### config.mk
export PLATFORM = sky130hd
export DESIGN_NAME = lhr_host_flat
export DESIGN_NICKNAME = d
export VERILOG_FILES = /design/src/lhr_pkg.sv /design/src/lhr_link_if.sv /design/src/lhr_host.sv /design/src/flat_wrapper.sv
export SDC_FILE = /design/constraint.sdc
export NUM_CORES = 1
export LEC_CHECK = 0
export ABC_AREA = 1
export ABC_CLOCK_PERIOD_IN_PS = 3920
export BUFFER_PORTS_ARGS = -buffer_cell sky130_fd_sc_hd__buf_2
export CORE_UTILIZATION = 58
export DETAILED_ROUTE_END_ITERATION = 12
export PLACE_DENSITY_LB_ADDON = 0.3
export SYNTH_ARGS = -nofsm -noshare
export SYNTH_HDL_FRONTEND = slang
export SYNTH_SLANG_ARGS = --single-unit
### constraint.sdc
create_clock -name clk_i -period 3.92 [get_ports clk_i]
set_input_delay 0.98 -clock clk_i [delete_from_list [all_inputs] [get_ports clk_i]]
set_output_delay 0.98 -clock clk_i [all_outputs]
set_load 0.02 [all_outputs]
### src/lhr_pkg.sv
// Shared constants for the line hook and ring control link.
// Assumes a 100 MHz system clock on both ends.
package lhr_pkg;

  // Timing: system clock period and the least squelch pulse length.
  localparam int unsigned CLK_PERIOD_NS = 10;
  localparam int unsigned SQUELCH_MIN_US = 1000;
  localparam int unsigned SQUELCH_CYCLES_DEF =
    (SQUELCH_MIN_US * 1000 + CLK_PERIOD_NS - 1) / CLK_PERIOD_NS;
  localparam int unsigned OFFHOOK_CYCLES_DEF = 256;

  // Device register indices on the link.
  localparam logic [4:0] DEV_REG_HOOK = 5'h05;
  localparam logic [4:0] DEV_REG_MODE = 5'h10;
  localparam logic [4:0] DEV_REG_RING = 5'h12;
  localparam logic [4:0] DEV_REG_SENSE = 5'h13;

  // Field positions in the device registers.
  localparam int unsigned HOOK_MON_BIT = 0;
  localparam int unsigned HOOK_OH_BIT = 1;
  localparam int unsigned MODE_BIT = 0;
  localparam int unsigned MODE_RZ_BIT = 1;
  localparam int unsigned MODE_CIDSQ_BIT = 2;
  localparam int unsigned RING_SQ_BIT = 0;
  localparam int unsigned RING_FW_BIT = 1;
  localparam int unsigned SENSE_LSB = 3;

  // Device register reset values.
  localparam logic [1:0] HOOK_RST = 2'h0;
  localparam logic [2:0] MODE_RST = 3'h0;
  localparam logic [1:0] RING_RST = 2'h0;

  // Sense field extremes shown during a ring event.
  localparam logic [4:0] SENSE_ALL_ONES = 5'h1F;
  localparam logic [4:0] SENSE_ALL_ZEROS = 5'h00;

  // Hook state codes {mode, hook_control, onhook_monitor_enable}.
  localparam logic [2:0] HS_OFFHOOK = 3'h2;
  localparam logic [2:0] HS_FAST_SETTLE = 3'h3;
  localparam logic [2:0] HS_ONHOOK = 3'h4;
  localparam logic [2:0] HS_ONHOOK_MON = 3'h5;
  localparam logic [2:0] HS_FORCE = 3'h6;
  localparam logic [2:0] HS_FORCE_MON = 3'h7;

  // Controller register byte offsets on AXI4-Lite.
  localparam logic [3:0] CSR_CFG = 4'h0;
  localparam logic [3:0] CSR_SQUELCH = 4'h4;
  localparam logic [3:0] CSR_SENSE_REQ = 4'h8;
  localparam logic [3:0] CSR_STATUS = 4'hC;

  // Configuration register fields.
  localparam int unsigned CFG_HS_LSB = 0;
  localparam int unsigned CFG_RZ_BIT = 3;
  localparam int unsigned CFG_CIDSQ_BIT = 4;
  localparam int unsigned CFG_FW_BIT = 5;
  localparam logic [5:0] CFG_RST = 6'h00;

  // Status register fields.
  localparam int unsigned ST_BUSY_BIT = 0;
  localparam int unsigned ST_SQ_BIT = 1;
  localparam int unsigned ST_FAST_BIT = 2;
  localparam int unsigned ST_VALID_BIT = 4;
  localparam int unsigned ST_SENSE_LSB = 8;

  // AXI response codes.
  localparam logic [1:0] RESP_OKAY = 2'h0;
  localparam logic [1:0] RESP_SLVERR = 2'h2;
  localparam logic [1:0] RESP_DECERR = 2'h3;

endpackage

### src/lhr_link_if.sv
// Register link between the controller and the line-side device.
// Assumes both ends share clk_i; the bench joins them with this.
`timescale 1ns/1ps
interface lhr_link_if;
  logic wr_en;
  logic rd_en;
  logic [4:0] addr;
  logic [7:0] wdata;
  logic [7:0] rdata;

  modport dev (
    input wr_en,
    input rd_en,
    input addr,
    input wdata,
    output rdata
  );

  modport ctl (
    output wr_en,
    output rd_en,
    output addr,
    output wdata,
    input rdata
  );
endinterface

### src/lhr_host.sv
// Controller end: AXI4-Lite registers that drive safe device sequences.
// Function
// - ring event shows sense all ones or zeros
// - force on-hook keeps the off-hook counter
// - order writes to avoid unwanted hook states
// - no data sent during fast settle
// - clear monitor before hook, set monitor last
// - full or half wave ring rectification
// - squelch pulse lasts at least one millisecond
// - squelch bit restores ring pin offset
// - no ring squelch while caller ID squelch
// Assumes the device shares clk_i and answers reads one edge later.
//
// Decided for this implementation: the AXI4-Lite slave port and the register addresses.
`timescale 1ns/1ps
module lhr_host
  import lhr_pkg::*;
#(
  parameter int unsigned SQUELCH_CYCLES = SQUELCH_CYCLES_DEF
) (
  input wire logic clk_i,
  input wire logic arst_n_i,
  input wire logic s_axi_awvalid_i,
  output logic s_axi_awready_o,
  input wire logic [3:0] s_axi_awaddr_i,
  input wire logic s_axi_wvalid_i,
  output logic s_axi_wready_o,
  input wire logic [31:0] s_axi_wdata_i,
  input wire logic [3:0] s_axi_wstrb_i,
  output logic s_axi_bvalid_o,
  input wire logic s_axi_bready_i,
  output logic [1:0] s_axi_bresp_o,
  input wire logic s_axi_arvalid_i,
  output logic s_axi_arready_o,
  input wire logic [3:0] s_axi_araddr_i,
  output logic s_axi_rvalid_o,
  input wire logic s_axi_rready_i,
  output logic [31:0] s_axi_rdata_o,
  output logic [1:0] s_axi_rresp_o,
  lhr_link_if.ctl link,
  output logic tx_inhibit_o,
  output logic busy_o
);

  initial begin
    if (SQUELCH_CYCLES < 1 || SQUELCH_CYCLES > 24'hFFFFFF) begin
      $error("SQUELCH_CYCLES out of range");
    end
  end

  typedef enum logic [10:0] {
    ST_IDLE = 11'h001,
    ST_CLR_MON = 11'h002,
    ST_MODE = 11'h004,
    ST_HOOK = 11'h008,
    ST_MON = 11'h010,
    ST_RING = 11'h020,
    ST_SQ_SET = 11'h040,
    ST_SQ_WAIT = 11'h080,
    ST_SQ_CLR = 11'h100,
    ST_RD_REQ = 11'h200,
    ST_RD_WAIT = 11'h400
  } lhr_state_t;

  //////////////////////////////////////////////////////////////////////
  // AXI4-Lite slave state.
  logic aw_hold_q, aw_hold_d;
  logic w_hold_q, w_hold_d;
  logic [3:0] awaddr_q, awaddr_d;
  logic [7:0] wdata_q, wdata_d;
  logic wstrb0_q, wstrb0_d;
  logic bvalid_q, bvalid_d;
  logic [1:0] bresp_q, bresp_d;
  logic rvalid_q, rvalid_d;
  logic [31:0] rdata_q, rdata_d;
  logic [1:0] rresp_q, rresp_d;
  logic [5:0] cfg_q, cfg_d;
  logic go_cfg, go_sq, go_rd;
  // Sequencer state.
  lhr_state_t st_q, st_d;
  logic [23:0] cnt_q, cnt_d;
  logic oh_q, oh_d;
  logic sq_on_q, sq_on_d;
  logic fast_q, fast_d;
  logic [4:0] sense_q, sense_d;
  logic valid_q, valid_d;
  logic wr_q, wr_d;
  logic rd_q, rd_d;
  logic [4:0] addr_q, addr_d;
  logic [7:0] wd_q, wd_d;
  logic busy;
  logic [31:0] status;

  assign busy = (st_q != ST_IDLE);
  assign status = {19'h00000, sense_q, 3'h0, valid_q, 1'b0, fast_q,
                   sq_on_q, busy};

  // Bus decode; a command that arrives while busy is refused.
  always_comb begin
    aw_hold_d = aw_hold_q;
    w_hold_d = w_hold_q;
    awaddr_d = awaddr_q;
    wdata_d = wdata_q;
    wstrb0_d = wstrb0_q;
    bvalid_d = bvalid_q;
    bresp_d = bresp_q;
    rvalid_d = rvalid_q;
    rdata_d = rdata_q;
    rresp_d = rresp_q;
    cfg_d = cfg_q;
    go_cfg = 1'b0;
    go_sq = 1'b0;
    go_rd = 1'b0;
    if (s_axi_awvalid_i && s_axi_awready_o) begin
      aw_hold_d = 1'b1;
      awaddr_d = s_axi_awaddr_i;
    end
    if (s_axi_wvalid_i && s_axi_wready_o) begin
      w_hold_d = 1'b1;
      wdata_d = s_axi_wdata_i[7:0];
      wstrb0_d = s_axi_wstrb_i[0];
    end
    if (aw_hold_q && w_hold_q && !bvalid_q) begin
      aw_hold_d = 1'b0;
      w_hold_d = 1'b0;
      bvalid_d = 1'b1;
      bresp_d = RESP_OKAY;
      unique case ({awaddr_q[3:2], 2'b00})
        CSR_CFG: begin
          if (busy) begin
            bresp_d = RESP_SLVERR;
          end else if (wstrb0_q) begin
            cfg_d = wdata_q[5:0];
            go_cfg = 1'b1;
          end
        end
        CSR_SQUELCH: begin
          // Ring squelch would upset caller ID reception under its squelch.
          if (busy || cfg_q[CFG_CIDSQ_BIT]) begin
            bresp_d = RESP_SLVERR;
          end else if (wstrb0_q && wdata_q[0]) begin
            go_sq = 1'b1;
          end
        end
        CSR_SENSE_REQ: begin
          if (busy) begin
            bresp_d = RESP_SLVERR;
          end else if (wstrb0_q && wdata_q[0]) begin
            go_rd = 1'b1;
          end
        end
        default: bresp_d = RESP_SLVERR;
      endcase
    end else if (bvalid_q && s_axi_bready_i) begin
      bvalid_d = 1'b0;
    end
    if (s_axi_arvalid_i && s_axi_arready_o) begin
      rvalid_d = 1'b1;
      rresp_d = RESP_OKAY;
      unique case ({s_axi_araddr_i[3:2], 2'b00})
        CSR_CFG: rdata_d = {26'h0000000, cfg_q};
        CSR_SQUELCH: rdata_d = {31'h00000000, sq_on_q};
        CSR_SENSE_REQ: rdata_d = 32'h00000000;
        CSR_STATUS: rdata_d = status;
        default: begin
          rdata_d = 32'h00000000;
          rresp_d = RESP_DECERR;
        end
      endcase
    end else if (rvalid_q && s_axi_rready_i) begin
      rvalid_d = 1'b0;
    end
  end

  // Bus registers.
  always_ff @(posedge clk_i or negedge arst_n_i) begin
    if (!arst_n_i) begin
      aw_hold_q <= 1'b0;
      w_hold_q <= 1'b0;
      awaddr_q <= 4'h0;
      wdata_q <= 8'h00;
      wstrb0_q <= 1'b0;
      bvalid_q <= 1'b0;
      bresp_q <= RESP_OKAY;
      rvalid_q <= 1'b0;
      rdata_q <= 32'h00000000;
      rresp_q <= RESP_OKAY;
      cfg_q <= CFG_RST;
    end else begin
      aw_hold_q <= aw_hold_d;
      w_hold_q <= w_hold_d;
      awaddr_q <= awaddr_d;
      wdata_q <= wdata_d;
      wstrb0_q <= wstrb0_d;
      bvalid_q <= bvalid_d;
      bresp_q <= bresp_d;
      rvalid_q <= rvalid_d;
      rdata_q <= rdata_d;
      rresp_q <= rresp_d;
      cfg_q <= cfg_d;
    end
  end

  //////////////////////////////////////////////////////////////////////
  // Device sequencer; one link write per state keeps each access apart.
  always_comb begin
    st_d = st_q;
    cnt_d = cnt_q;
    oh_d = oh_q;
    sq_on_d = sq_on_q;
    fast_d = fast_q;
    sense_d = sense_q;
    valid_d = valid_q;
    wr_d = 1'b0;
    rd_d = 1'b0;
    addr_d = addr_q;
    wd_d = wd_q;
    unique case (st_q)
      ST_IDLE: begin
        if (go_cfg) begin
          st_d = ST_CLR_MON;
        end else if (go_sq) begin
          st_d = ST_SQ_SET;
        end else if (go_rd) begin
          st_d = ST_RD_REQ;
        end
      end
      ST_CLR_MON: begin
        // Monitor goes off first, before mode or hook change.
        wr_d = 1'b1;
        addr_d = DEV_REG_HOOK;
        wd_d = {6'h00, oh_q, 1'b0};
        st_d = ST_MODE;
      end
      ST_MODE: begin
        wr_d = 1'b1;
        addr_d = DEV_REG_MODE;
        wd_d = {5'h00, cfg_q[CFG_CIDSQ_BIT], cfg_q[CFG_RZ_BIT],
                cfg_q[CFG_HS_LSB + 2]};
        fast_d = 1'b0;
        st_d = ST_HOOK;
      end
      ST_HOOK: begin
        wr_d = 1'b1;
        addr_d = DEV_REG_HOOK;
        wd_d = {6'h00, cfg_q[CFG_HS_LSB + 1], 1'b0};
        oh_d = cfg_q[CFG_HS_LSB + 1];
        st_d = cfg_q[CFG_HS_LSB] ? ST_MON : ST_RING;
      end
      ST_MON: begin
        // Monitor is set last, in an access of its own.
        wr_d = 1'b1;
        addr_d = DEV_REG_HOOK;
        wd_d = {6'h00, oh_q, 1'b1};
        fast_d = (cfg_q[CFG_HS_LSB +: 3] == HS_FAST_SETTLE);
        st_d = ST_RING;
      end
      ST_RING: begin
        wr_d = 1'b1;
        addr_d = DEV_REG_RING;
        wd_d = {6'h00, cfg_q[CFG_FW_BIT], sq_on_q};
        st_d = ST_IDLE;
      end
      ST_SQ_SET: begin
        wr_d = 1'b1;
        addr_d = DEV_REG_RING;
        wd_d = {6'h00, cfg_q[CFG_FW_BIT], 1'b1};
        sq_on_d = 1'b1;
        cnt_d = 24'h000000;
        st_d = ST_SQ_WAIT;
      end
      ST_SQ_WAIT: begin
        // Holds the squelch for the full least time before clearing.
        if (cnt_q == 24'(SQUELCH_CYCLES - 1)) begin
          st_d = ST_SQ_CLR;
        end else begin
          cnt_d = cnt_q + 24'h000001;
        end
      end
      ST_SQ_CLR: begin
        wr_d = 1'b1;
        addr_d = DEV_REG_RING;
        wd_d = {6'h00, cfg_q[CFG_FW_BIT], 1'b0};
        sq_on_d = 1'b0;
        st_d = ST_IDLE;
      end
      ST_RD_REQ: begin
        rd_d = 1'b1;
        addr_d = DEV_REG_SENSE;
        cnt_d = 24'h000000;
        st_d = ST_RD_WAIT;
      end
      ST_RD_WAIT: begin
        // The device answers one edge after it sees the read strobe.
        if (cnt_q == 24'h000001) begin
          sense_d = link.rdata[SENSE_LSB +: 5];
          valid_d = 1'b1;
          st_d = ST_IDLE;
        end else begin
          cnt_d = cnt_q + 24'h000001;
        end
      end
      default: st_d = ST_IDLE;
    endcase
  end

  // Sequencer registers; link outputs come straight from flip-flops.
  always_ff @(posedge clk_i or negedge arst_n_i) begin
    if (!arst_n_i) begin
      st_q <= ST_IDLE;
      cnt_q <= 24'h000000;
      oh_q <= 1'b0;
      sq_on_q <= 1'b0;
      fast_q <= 1'b0;
      sense_q <= 5'h00;
      valid_q <= 1'b0;
      wr_q <= 1'b0;
      rd_q <= 1'b0;
      addr_q <= 5'h00;
      wd_q <= 8'h00;
    end else begin
      st_q <= st_d;
      cnt_q <= cnt_d;
      oh_q <= oh_d;
      sq_on_q <= sq_on_d;
      fast_q <= fast_d;
      sense_q <= sense_d;
      valid_q <= valid_d;
      wr_q <= wr_d;
      rd_q <= rd_d;
      addr_q <= addr_d;
      wd_q <= wd_d;
    end
  end

  //////////////////////////////////////////////////////////////////////
  assign s_axi_awready_o = !aw_hold_q && !bvalid_q;
  assign s_axi_wready_o = !w_hold_q && !bvalid_q;
  assign s_axi_bvalid_o = bvalid_q;
  assign s_axi_bresp_o = bresp_q;
  assign s_axi_arready_o = !rvalid_q;
  assign s_axi_rvalid_o = rvalid_q;
  assign s_axi_rdata_o = rdata_q;
  assign s_axi_rresp_o = rresp_q;
  assign link.wr_en = wr_q;
  assign link.rd_en = rd_q;
  assign link.addr = addr_q;
  assign link.wdata = wd_q;
  // The user's transmitter must stay quiet while the line settles.
  assign tx_inhibit_o = fast_q;
  assign busy_o = busy;

endmodule // lhr_host

### src/flat_wrapper.sv
// flat-port wrapper written by rule: the top's interface ports become plain ports
module lhr_host_flat import lhr_pkg::*;
#(
  parameter int unsigned SQUELCH_CYCLES = SQUELCH_CYCLES_DEF
)
  (clk_i, arst_n_i, s_axi_awvalid_i, s_axi_awready_o, s_axi_awaddr_i, s_axi_wvalid_i, s_axi_wready_o, s_axi_wdata_i, s_axi_wstrb_i, s_axi_bvalid_o, s_axi_bready_i, s_axi_bresp_o, s_axi_arvalid_i, s_axi_arready_o, s_axi_araddr_i, s_axi_rvalid_o, s_axi_rready_i, s_axi_rdata_o, s_axi_rresp_o, tx_inhibit_o, busy_o, link_wr_en, link_rd_en, link_addr, link_wdata, link_rdata);
  lhr_link_if link_i ();
  input wire logic clk_i;
  input wire logic arst_n_i;
  input wire logic s_axi_awvalid_i;
  output logic s_axi_awready_o;
  input wire logic [3:0] s_axi_awaddr_i;
  input wire logic s_axi_wvalid_i;
  output logic s_axi_wready_o;
  input wire logic [31:0] s_axi_wdata_i;
  input wire logic [3:0] s_axi_wstrb_i;
  output logic s_axi_bvalid_o;
  input wire logic s_axi_bready_i;
  output logic [1:0] s_axi_bresp_o;
  input wire logic s_axi_arvalid_i;
  output logic s_axi_arready_o;
  input wire logic [3:0] s_axi_araddr_i;
  output logic s_axi_rvalid_o;
  input wire logic s_axi_rready_i;
  output logic [31:0] s_axi_rdata_o;
  output logic [1:0] s_axi_rresp_o;
  output logic tx_inhibit_o;
  output logic busy_o;
  output wire logic [$bits(link_i.wr_en)-1:0] link_wr_en;
  output wire logic [$bits(link_i.rd_en)-1:0] link_rd_en;
  output wire logic [$bits(link_i.addr)-1:0] link_addr;
  output wire logic [$bits(link_i.wdata)-1:0] link_wdata;
  input wire logic [$bits(link_i.rdata)-1:0] link_rdata;
  assign link_wr_en = link_i.wr_en;
  assign link_rd_en = link_i.rd_en;
  assign link_addr = link_i.addr;
  assign link_wdata = link_i.wdata;
  assign link_i.rdata = link_rdata;
  lhr_host #(.SQUELCH_CYCLES(SQUELCH_CYCLES)) u_core (.clk_i(clk_i), .arst_n_i(arst_n_i), .s_axi_awvalid_i(s_axi_awvalid_i), .s_axi_awready_o(s_axi_awready_o), .s_axi_awaddr_i(s_axi_awaddr_i), .s_axi_wvalid_i(s_axi_wvalid_i), .s_axi_wready_o(s_axi_wready_o), .s_axi_wdata_i(s_axi_wdata_i), .s_axi_wstrb_i(s_axi_wstrb_i), .s_axi_bvalid_o(s_axi_bvalid_o), .s_axi_bready_i(s_axi_bready_i), .s_axi_bresp_o(s_axi_bresp_o), .s_axi_arvalid_i(s_axi_arvalid_i), .s_axi_arready_o(s_axi_arready_o), .s_axi_araddr_i(s_axi_araddr_i), .s_axi_rvalid_o(s_axi_rvalid_o), .s_axi_rready_i(s_axi_rready_i), .s_axi_rdata_o(s_axi_rdata_o), .s_axi_rresp_o(s_axi_rresp_o), .link(link_i), .tx_inhibit_o(tx_inhibit_o), .busy_o(busy_o));
endmodule
[Word-level counts from Yosys, hierarchy flattened]
Cells that the tools add are included.
Operators by class
  add/subtract/negate cells: 1
  equality and inequality tests: 25
  multiplexer cells: 39
  bitwise gates (word level): 1
  reductions and logical operators: 35
Operators with widths (count)
  one-hot mux 32 bit (4 select lines): 1
  one-hot mux 11 bit (9 select lines): 1
  one-hot mux 24 bit (3 select lines): 1
  one-hot mux 8 bit (7 select lines): 1
  2-to-1 mux 11 bit: 5
  2-to-1 mux 24 bit: 2
  adder 24 x 1 -> 24 bit (second input constant): 1
  == test 24 x 1 -> 1 bit (second input constant): 1
  == test 24 x 17 -> 1 bit (second input constant): 1
  2-to-1 mux 1 bit: 21
  one-hot mux 5 bit (4 select lines): 1
  nonzero test 2 bit: 6
  == test 11 x 1 -> 1 bit (second input constant): 1
  == test 11 x 10 -> 1 bit (second input constant): 1
  == test 11 bit (second input constant): 1
  == test 11 x 2 -> 1 bit (second input constant): 1
  == test 11 x 3 -> 1 bit (second input constant): 1
  == test 11 x 4 -> 1 bit (second input constant): 1
  == test 11 x 5 -> 1 bit (second input constant): 1
  == test 11 x 6 -> 1 bit (second input constant): 1
  == test 11 x 7 -> 1 bit (second input constant): 1
  == test 11 x 8 -> 1 bit (second input constant): 1
  == test 11 x 9 -> 1 bit (second input constant): 1
  inequality test 11 x 1 -> 1 bit (second input constant): 1
  other kinds (24): 47
Word-level totals
  register bits after elaboration: 114
  input bits: 59
  output and inout port bits: 58
  logic and storage cells: 122

[Longest topological paths before layout]
Gate-level depths: netlist (run 1).
  depth in word-level cells: 9
  depth in mapped cells: 12

[Worst setup path after synthesis (run 1)]
Ideal clock, no wire load.
  kind: register to output
  from: reg u_core.st_q[0]
  to: out busy_o
  arrival time: 0.947 ns
  data required time: 2.940 ns
  slack: 1.993 ns
  stages on the path, launching flop included: 4
  path buffers: 0
  cells stage by stage: dfstp_2 > inv_1 > nor3_1 > nand2_2
Between the ends
  longest elaborated chain between the ends: 1
Ends and longest elaborated chain
  start: declaration: RTL line lhr_host.sv:80  | lhr_state_t st_q, st_d;
  start signal: assignment: RTL line lhr_host.sv:322  | st_q <= st_d;
  inequality test 11 x 1 -> 1 bit: RTL line lhr_host.sv:94  | assign busy = (st_q != ST_IDLE);
  end: declaration: RTL line flat_wrapper.sv:28  | output logic busy_o;
Every way passes these cells.

[Worst setup path after layout (run 1)]
Same ends and word-level chain as after synthesis.

==> results.md, run 1 <==
* Run status: completed
* Largest voltage drop on the vdd net at 405 uV
* Grt ovf at 0
* Total count of hold-check failures in the final report at 0
* Total count of max-transition violations in the final report at 0
* Number of DRC violations after detailed routing at 0
* Register area share after synthesis at 43.8%
* Clock latency of the later-clocked register in the worst-skew pair at 0.36 ns
* Unrepaired setup endpoints after global routing: false
* WP data required at 2.94 ns
* Initial Utilization at 61.2%
* Post-CTS setup-driven buffer insertion count at 0
* Antenna violations before repair at 0
* Largest buffer count on any clock path at 2
* Hold Startpoint: u_core.cfg_q[0]
* Synth Instances at 658
* Synth cell types at 38
* Crit. End Element: output pin
* Time the worst path needs with I/O delays and setup at 2.59 ns
* Total vias in the final route at 4,194
* Post-Syn Area per Cell at 7.30 sq um
* H-tree depth at 3
* Vias per cell at 5.15
* Remaining antenna violation count at 0
* Filler cells at 677
* Reg2reg setup slack at 1.82 ns
* DIE AREA at 8650 sq um
* Average wire per standard cell at 12.9 um
* Crit path kind: flop to output pin
* Multi-input logic area at 2220 sq um
* Most frequent cells in the layout: sky130_fd_sc_hd__nand2_1, sky130_fd_sc_hd__nor2_1, sky130_fd_sc_hd__dfrtp_1
* Data arrival time at the worst-slack endpoint at 1.61 ns
* Leakage power at 2.74 nW
* Final count of negative-setup-slack endpoints at 0
* Total Nets Final at 769
* Netlist area before placement at 4800 sq um
* Upper clock frequency limit at 386 MHz
* Vias in the first global route at 3,951
* Synthesized flop and latch total at 84
* Startpoint kind of the worst setup timing path: flop
* Library cell with the largest summed area after synthesis: sky130_fd_sc_hd__dfrtp_1
* Routability Congestion at 0.893
* CTS Buf Count at 9
* Max-cap violations at 0
* Area overhead of the layout relative to synthesis at 8.73%
* Final Routed Wirelength at 10,500 um
* Clock sink total at 84
* Post-Route Utilization at 66.5%
* Launch point of the critical path: u_core.st_q[0]
* Antenna cell count at 0
* Pwr dens at 516 nW/um^2
* TritonRoute pass-1 iters at 5
* Worst Path Max Fanout at 7
* Die Width at 93.0 um
* Number of gates given a new drive strength after cts at 0
* Cells taking the most area after synthesis: sky130_fd_sc_hd__dfrtp_1, sky130_fd_sc_hd__nand2_1, sky130_fd_sc_hd__nor2_1
* Detailed router's first-iteration violation count at 218
* HPWL Detailed at 7720 um
* Post-Route Skew at 0.0149 ns
* Synth warnings at 0
* Most common library cell in the layout ignoring fill and taps: sky130_fd_sc_hd__nand2_1
* Share of the synthesized area in the top cell type at 43.3%
* Pin count of the biggest net entering global routing at 85
* Ports at 117
* Worst hold margin at 0.466 ns
* Cell Rows at 32
* Wire length of the first global-routing pass at 17,700 um
* Final critical-path share of the clock period at 66.0%
* Worst-path clk slew at 0.09 ns
* Chip Height at 93.0 um
* Number of buffers inserted for hold repair after clock tree synthesis at 0
* Final TNS setup at 0 ns
* Worst min-delay path class: flop to flop
* Register area at 2100 sq um
* Total GRT Usage at 26.2%
* Fraction of final layout cells sized beyond drive strength 1 at 13.1%
* Worst slew margin relative to its limit at 30.6%
* Root Driver: sky130_fd_sc_hd__clkbuf_8
* Number of buffers added on ports at 50
* FF-to-FF Start: u_core.cnt_q[0]
* CTS tree: done
* Worst Tran Pin Value at 1.04 ns
* Standard cell core area at 7850 sq um
critical path, stage by stage, from the launching register on:
cell	delay, ns
sky130_fd_sc_hd__dfstp_2	0.54
sky130_fd_sc_hd__inv_1	0.06
sky130_fd_sc_hd__nor3_1	0.25
sky130_fd_sc_hd__nand2_2	0.19
sky130_fd_sc_hd__buf_2	0.21
flip-flops by register name (all words and copies together), names as in the netlist, 2 cells and up:
register / count
u_core.s_axi_rdata_o: 11
u_core.link.wdata: 3
u_core.wdata_q: 6
u_core.sense_q: 5
u_core.st_q: 11
u_core.cnt_q: 24
u_core.cfg_q: 6
u_core.awaddr_q: 2
u_core.link.addr: 4
Yosys cell counts, drive strengths merged:
| cell | instances |
|---|---|
| a21boi | 1 |
| dfstp | 1 |
| clkbuf | 1 |
| clkinv | 1 |
| o21ai | 30 |
| conb | 1 |
| nor3 | 10 |
| nand3b | 1 |
| nor2 | 118 |
| nor3b | 1 |
| xor2 | 8 |
| a21oi | 9 |
| dfrtp | 83 |
| o221ai | 4 |
| nor4 | 1 |
| xnor2 | 3 |
| buf | 39 |
| a31o | 1 |
| mux2 | 6 |
| ha | 2 |
| o41ai | 1 |
| nand2 | 215 |
| and2 | 1 |
| o211ai | 1 |
| nand4 | 8 |
| o22ai | 1 |
| inv | 74 |
| or2 | 1 |
| nand3 | 35 |
through the flow:
step | power (mW) | cells | setup slack [ns] | cell area [sq um]
after floorplan | 1.77 | 687 | 1.99 | 4910
after global placement | 1.95 | 799 | 1.77 | 4990
after detailed placement | 1.97 | 799 | 1.74 | 4990
after CTS | 2.72 | 814 | 1.32 | 5220
after global routing | 2.87 | 814 | 1.24 | 5220
final | 2.69 | 814 | 1.33 | 5220
layer usage:
layer / wire length [um] / global-route usage [%] / share of wire (%)
met1: 4330 / 31.4 / 41
met2: 5370 / 46.3 / 51
met3: 542 / 5.04 / 5.2
met4: 274 / 10.3 / 2.6
met5: 0 / 0 / 0
worst paths after layout:
check                              endpoint  cells past startpoint
max                                  busy_o                      4
min                          u_core.st_q[5]                      1
max reg2reg                u_core.cnt_q[15]                      9
min reg2reg                  u_core.st_q[5]                      1
max in group asynchronous  u_core.cnt_q[17]                      1
min in group asynchronous  u_core.cnt_q[21]                      1
kinds of logic after synthesis:
family / count (synthesis) / synth area share (%)
and+or+nand+nor: 391 / 34.4
DFF: 84 / 43.8
xor gates and xnor gates: 11 / 2.01
AOI/OAI and AO/OA: 48 / 5.60
adders and majority gates: 2 / 0.521
buffers and inverters: 115 / 12.2
other: 1 / 0.0781
muxes: 6 / 1.41
final cells by class:
class | count | share of cell area (%)
Inverter | 75 | 5.39
Timing Repair Buffer | 50 | 4.84
Sequential cell | 84 | 40.3
Multi-Input combinational cell | 488 | 42.5
Tap cell | 102 | 2.44
Clock buffer | 9 | 2.37
Clock inverter | 6 | 2.13
power by group:
group	internal [mW]	switching, mW	total [mW]
Clock	0.421	0.316	0.737
Combinational	0.246	0.528	0.775
Sequential	1.06	0.123	1.18
Total	1.73	0.967	2.69
Note: power is estimated with default switching activity, not from simulation.
==> run 2, diff against run 1 <==
--- a/config.mk
+++ b/config.mk
@@ -6,9 +6,9 @@
 export NUM_CORES = 1
 export LEC_CHECK = 0
 export ABC_AREA = 1
-export ABC_CLOCK_PERIOD_IN_PS = 3920
+export ABC_CLOCK_PERIOD_IN_PS = 2200
 export BUFFER_PORTS_ARGS = -buffer_cell sky130_fd_sc_hd__buf_2
-export CORE_UTILIZATION = 58
+export CORE_UTILIZATION = 49
 export DETAILED_ROUTE_END_ITERATION = 12
 export PLACE_DENSITY_LB_ADDON = 0.3
 export SYNTH_ARGS = -nofsm -noshare
==> constraint.sdc (replaced) <==
create_clock -name clk_i -period 2.2 [get_ports clk_i]
set_input_delay 0.55 -clock clk_i [delete_from_list [all_inputs] [get_ports clk_i]]
set_output_delay 0.55 -clock clk_i [all_outputs]
set_load 0.02 [all_outputs]
==> run 2 against run 1 <==
  * Die area increased by 18%
  * Hold slack worse by 0.33 ns
  * Clock power grew 72%
  * First-iteration DRC count down 15%
  * Sequential power increased by 77%
==> results.md, run 2 (same netlist as run 1, synthesis figures left out) <==
* Run status: completed
* Chip Height at 101 um (+8.6%)
* Largest voltage drop on the vdd net at 689 uV (+70%)
* DIE AREA at 10,200 sq um (+18%)
* Total Nets Final at 778 (+1.2%)
* Routability Congestion at 0.931 (+4.3%)
* Total count of max-transition violations in the final report at 0 (unchanged)
* Remaining antenna violation count at 0 (unchanged)
* Grt ovf at 0 (unchanged)
* Total vias in the final route at 4,144 (-1.2%)
* CTS Buf Count at 9 (unchanged)
* Total GRT Usage at 23.1% (-3.1 points)
* Largest buffer count on any clock path at 2 (unchanged)
* Number of buffers added on ports at 50 (unchanged)
* Antenna cell count at 0 (unchanged)
* Post-Route Utilization at 57.1% (-9.4 points)
* Worst-path clk slew at 0.08 ns (about the same)
* Cell Rows at 35 (+9.4%)
* Standard cell core area at 9370 sq um (+19%)
* Post-Route Skew at 0.00702 ns (-0.00792 ns)
* Grt met2 use at 41.6% (-4.8 points)
* Total count of hold-check failures in the final report at 0 (unchanged)
* Data arrival time at the worst-slack endpoint at 1.56 ns (-0.05 ns)
* Final count of negative-setup-slack endpoints at 0 (unchanged)
* CTS tree: done
* Most common library cell in the layout ignoring fill and taps: sky130_fd_sc_hd__nand2_1
* Worst min-delay path class: input port to asynchronous set/reset pin
* Global-route track usage on met3 at 5.89% (+0.85 points)
* Crit path kind: flop to output pin
* Number of DRC violations after detailed routing at 0 (unchanged)
* Pin count of the biggest net entering global routing at 40 (-53%)
* Fraction of final layout cells sized beyond drive strength 1 at 14.4% (+1.3 points)
* Vias in the first global route at 4,114 (+4.1%)
* Wire length of the first global-routing pass at 18,400 um (+3.7%)
* Final critical-path share of the clock period at 95.9%
* Largest register by flop count: u_core.cnt_q
* Worst hold margin at 0.136 ns (-0.330 ns)
* Leakage power at 2.80 nW (+1.9%)
* WP data required at 1.65 ns (-1.29 ns)
* Detailed router's first-iteration violation count at 185 (-15%)
* Clock latency of the later-clocked register in the worst-skew pair at 0.36 ns (about the same)
* Unrepaired setup endpoints after global routing: false
* Area overhead of the layout relative to synthesis at 11.5%
* Number of flip-flops in the largest register at 24 (unchanged)
* Die Width at 101 um (+8.6%)
* Number of buffers inserted for hold repair after clock tree synthesis at 0 (unchanged)
* Upper clock frequency limit at 474 MHz
* Average wire per standard cell at 12.4 um (-4.2%)
* HPWL Detailed at 8100 um (+5.0%)
* H-tree depth at 3 (unchanged)
* Most frequent cells in the layout: sky130_fd_sc_hd__nand2_1, sky130_fd_sc_hd__nor2_1, sky130_fd_sc_hd__dfrtp_1
* Root Driver: sky130_fd_sc_hd__clkbuf_8
* Vias per cell at 4.87 (-5.5%)
* Clock sink total at 84 (unchanged)
* Ports at 117 (unchanged)
* Crit. End Element: output pin
* Gr busiest metal: met2
* Worst slew margin relative to its limit at 59.2% (+29 points)
* Final TNS setup at 0 ns (unchanged)
* Antenna violations before repair at 0 (unchanged)
* Pwr dens at 903 nW/um^2 (+75%)
* Non-filler cells in the finished layout at 851 (+4.5%)
* Max-cap violations at 0 (unchanged)
* TritonRoute pass-1 iters at 4 (-1)
* Time the worst path needs with I/O delays and setup at 2.11 ns
* Worst Path Max Fanout at 7 (unchanged)
* Worst Tran Pin Value at 0.607 ns (-0.434 ns)
* GR Util met1 at 25.7% (-5.8 points)
* Startpoint kind of the worst setup timing path: flop
* Number of cells in the design after placement at 835 (+4.5%)
* Initial Utilization at 51.2% (-10 points)
* Final Routed Wirelength at 10,500 um (+0.20%)
run 2: area by class of cell:
class | count | area, sq um
Fill cell | 917 | 4020
Multi-Input combinational cell | 488 | 2230
Sequential cell | 84 | 2100
Timing Repair Buffer | 59 | 345
Inverter | 75 | 282
Tap cell | 129 | 161
Clock buffer | 10 | 138
Clock inverter | 6 | 93.8
run 2: path summary, 6_finish.rpt:
kind                                 start               endpoint  slack, ns  cells past startpoint
min in group clk_i          s_axi_bready_i  u_core.s_axi_bvalid_o       0.38                      2
max in group asynchronous         arst_n_i         u_core.st_q[0]       1.43                      2
hold reg to reg            u_core.cfg_q[0]         u_core.st_q[5]       0.47                      1
hold / removal                    arst_n_i        u_core.cnt_q[4]       0.14                      1
setup reg to reg           u_core.cnt_q[1]        u_core.cnt_q[3]       0.27                     11
setup / recovery            u_core.st_q[4]                 busy_o       0.09                      5
run 2: critical path, stage by stage, from the launching register on:
cell and delay [ns]:
sky130_fd_sc_hd__dfrtp_1 0.42, sky130_fd_sc_hd__nor2_2 0.17, sky130_fd_sc_hd__nand2_2 0.12, sky130_fd_sc_hd__nor2_4 0.18
sky130_fd_sc_hd__nand2_4 0.12, sky130_fd_sc_hd__buf_2 0.18
run 2: routing by layer:
| layer | part of all wire [%] | wire length (um) | vias up |
|---|---|---|---|
| li1 | - | - | 2104 |
| met3 | 3.7 | 390 | 22 |
| met1 | 42 | 4460 | 1924 |
| met5 | 0 | 0 | - |
| met4 | 2.7 | 287 | 0 |
| met2 | 51 | 5400 | 94 |
run 2: what timing repair did:
action	4_1_cts	5_1_grt
setup buffers	0	0
hold endpoints to repair	0	0
resized for setup	0	2
setup endpoints to repair	0	1
run 2: stage by stage:
step	power, mW	setup WS, ns	cell area [sq um]
detailed placement	3.58	0.282	5110
global route	5.16	0.00146	5350
floorplan	3.16	0.542	4910
global placement	3.53	0.319	5110
finish	4.83	0.0907	5350
CTS	4.86	0.0481	5340
run 2: power breakdown:
group | switching [mW] | internal [mW] | leakage (nW)
sequential | 0.204 | 1.89 | 1.09
combinational | 0.979 | 0.498 | 1.59
clock | 0.585 | 0.680 | 0.113
total | 1.77 | 3.06 | 2.80
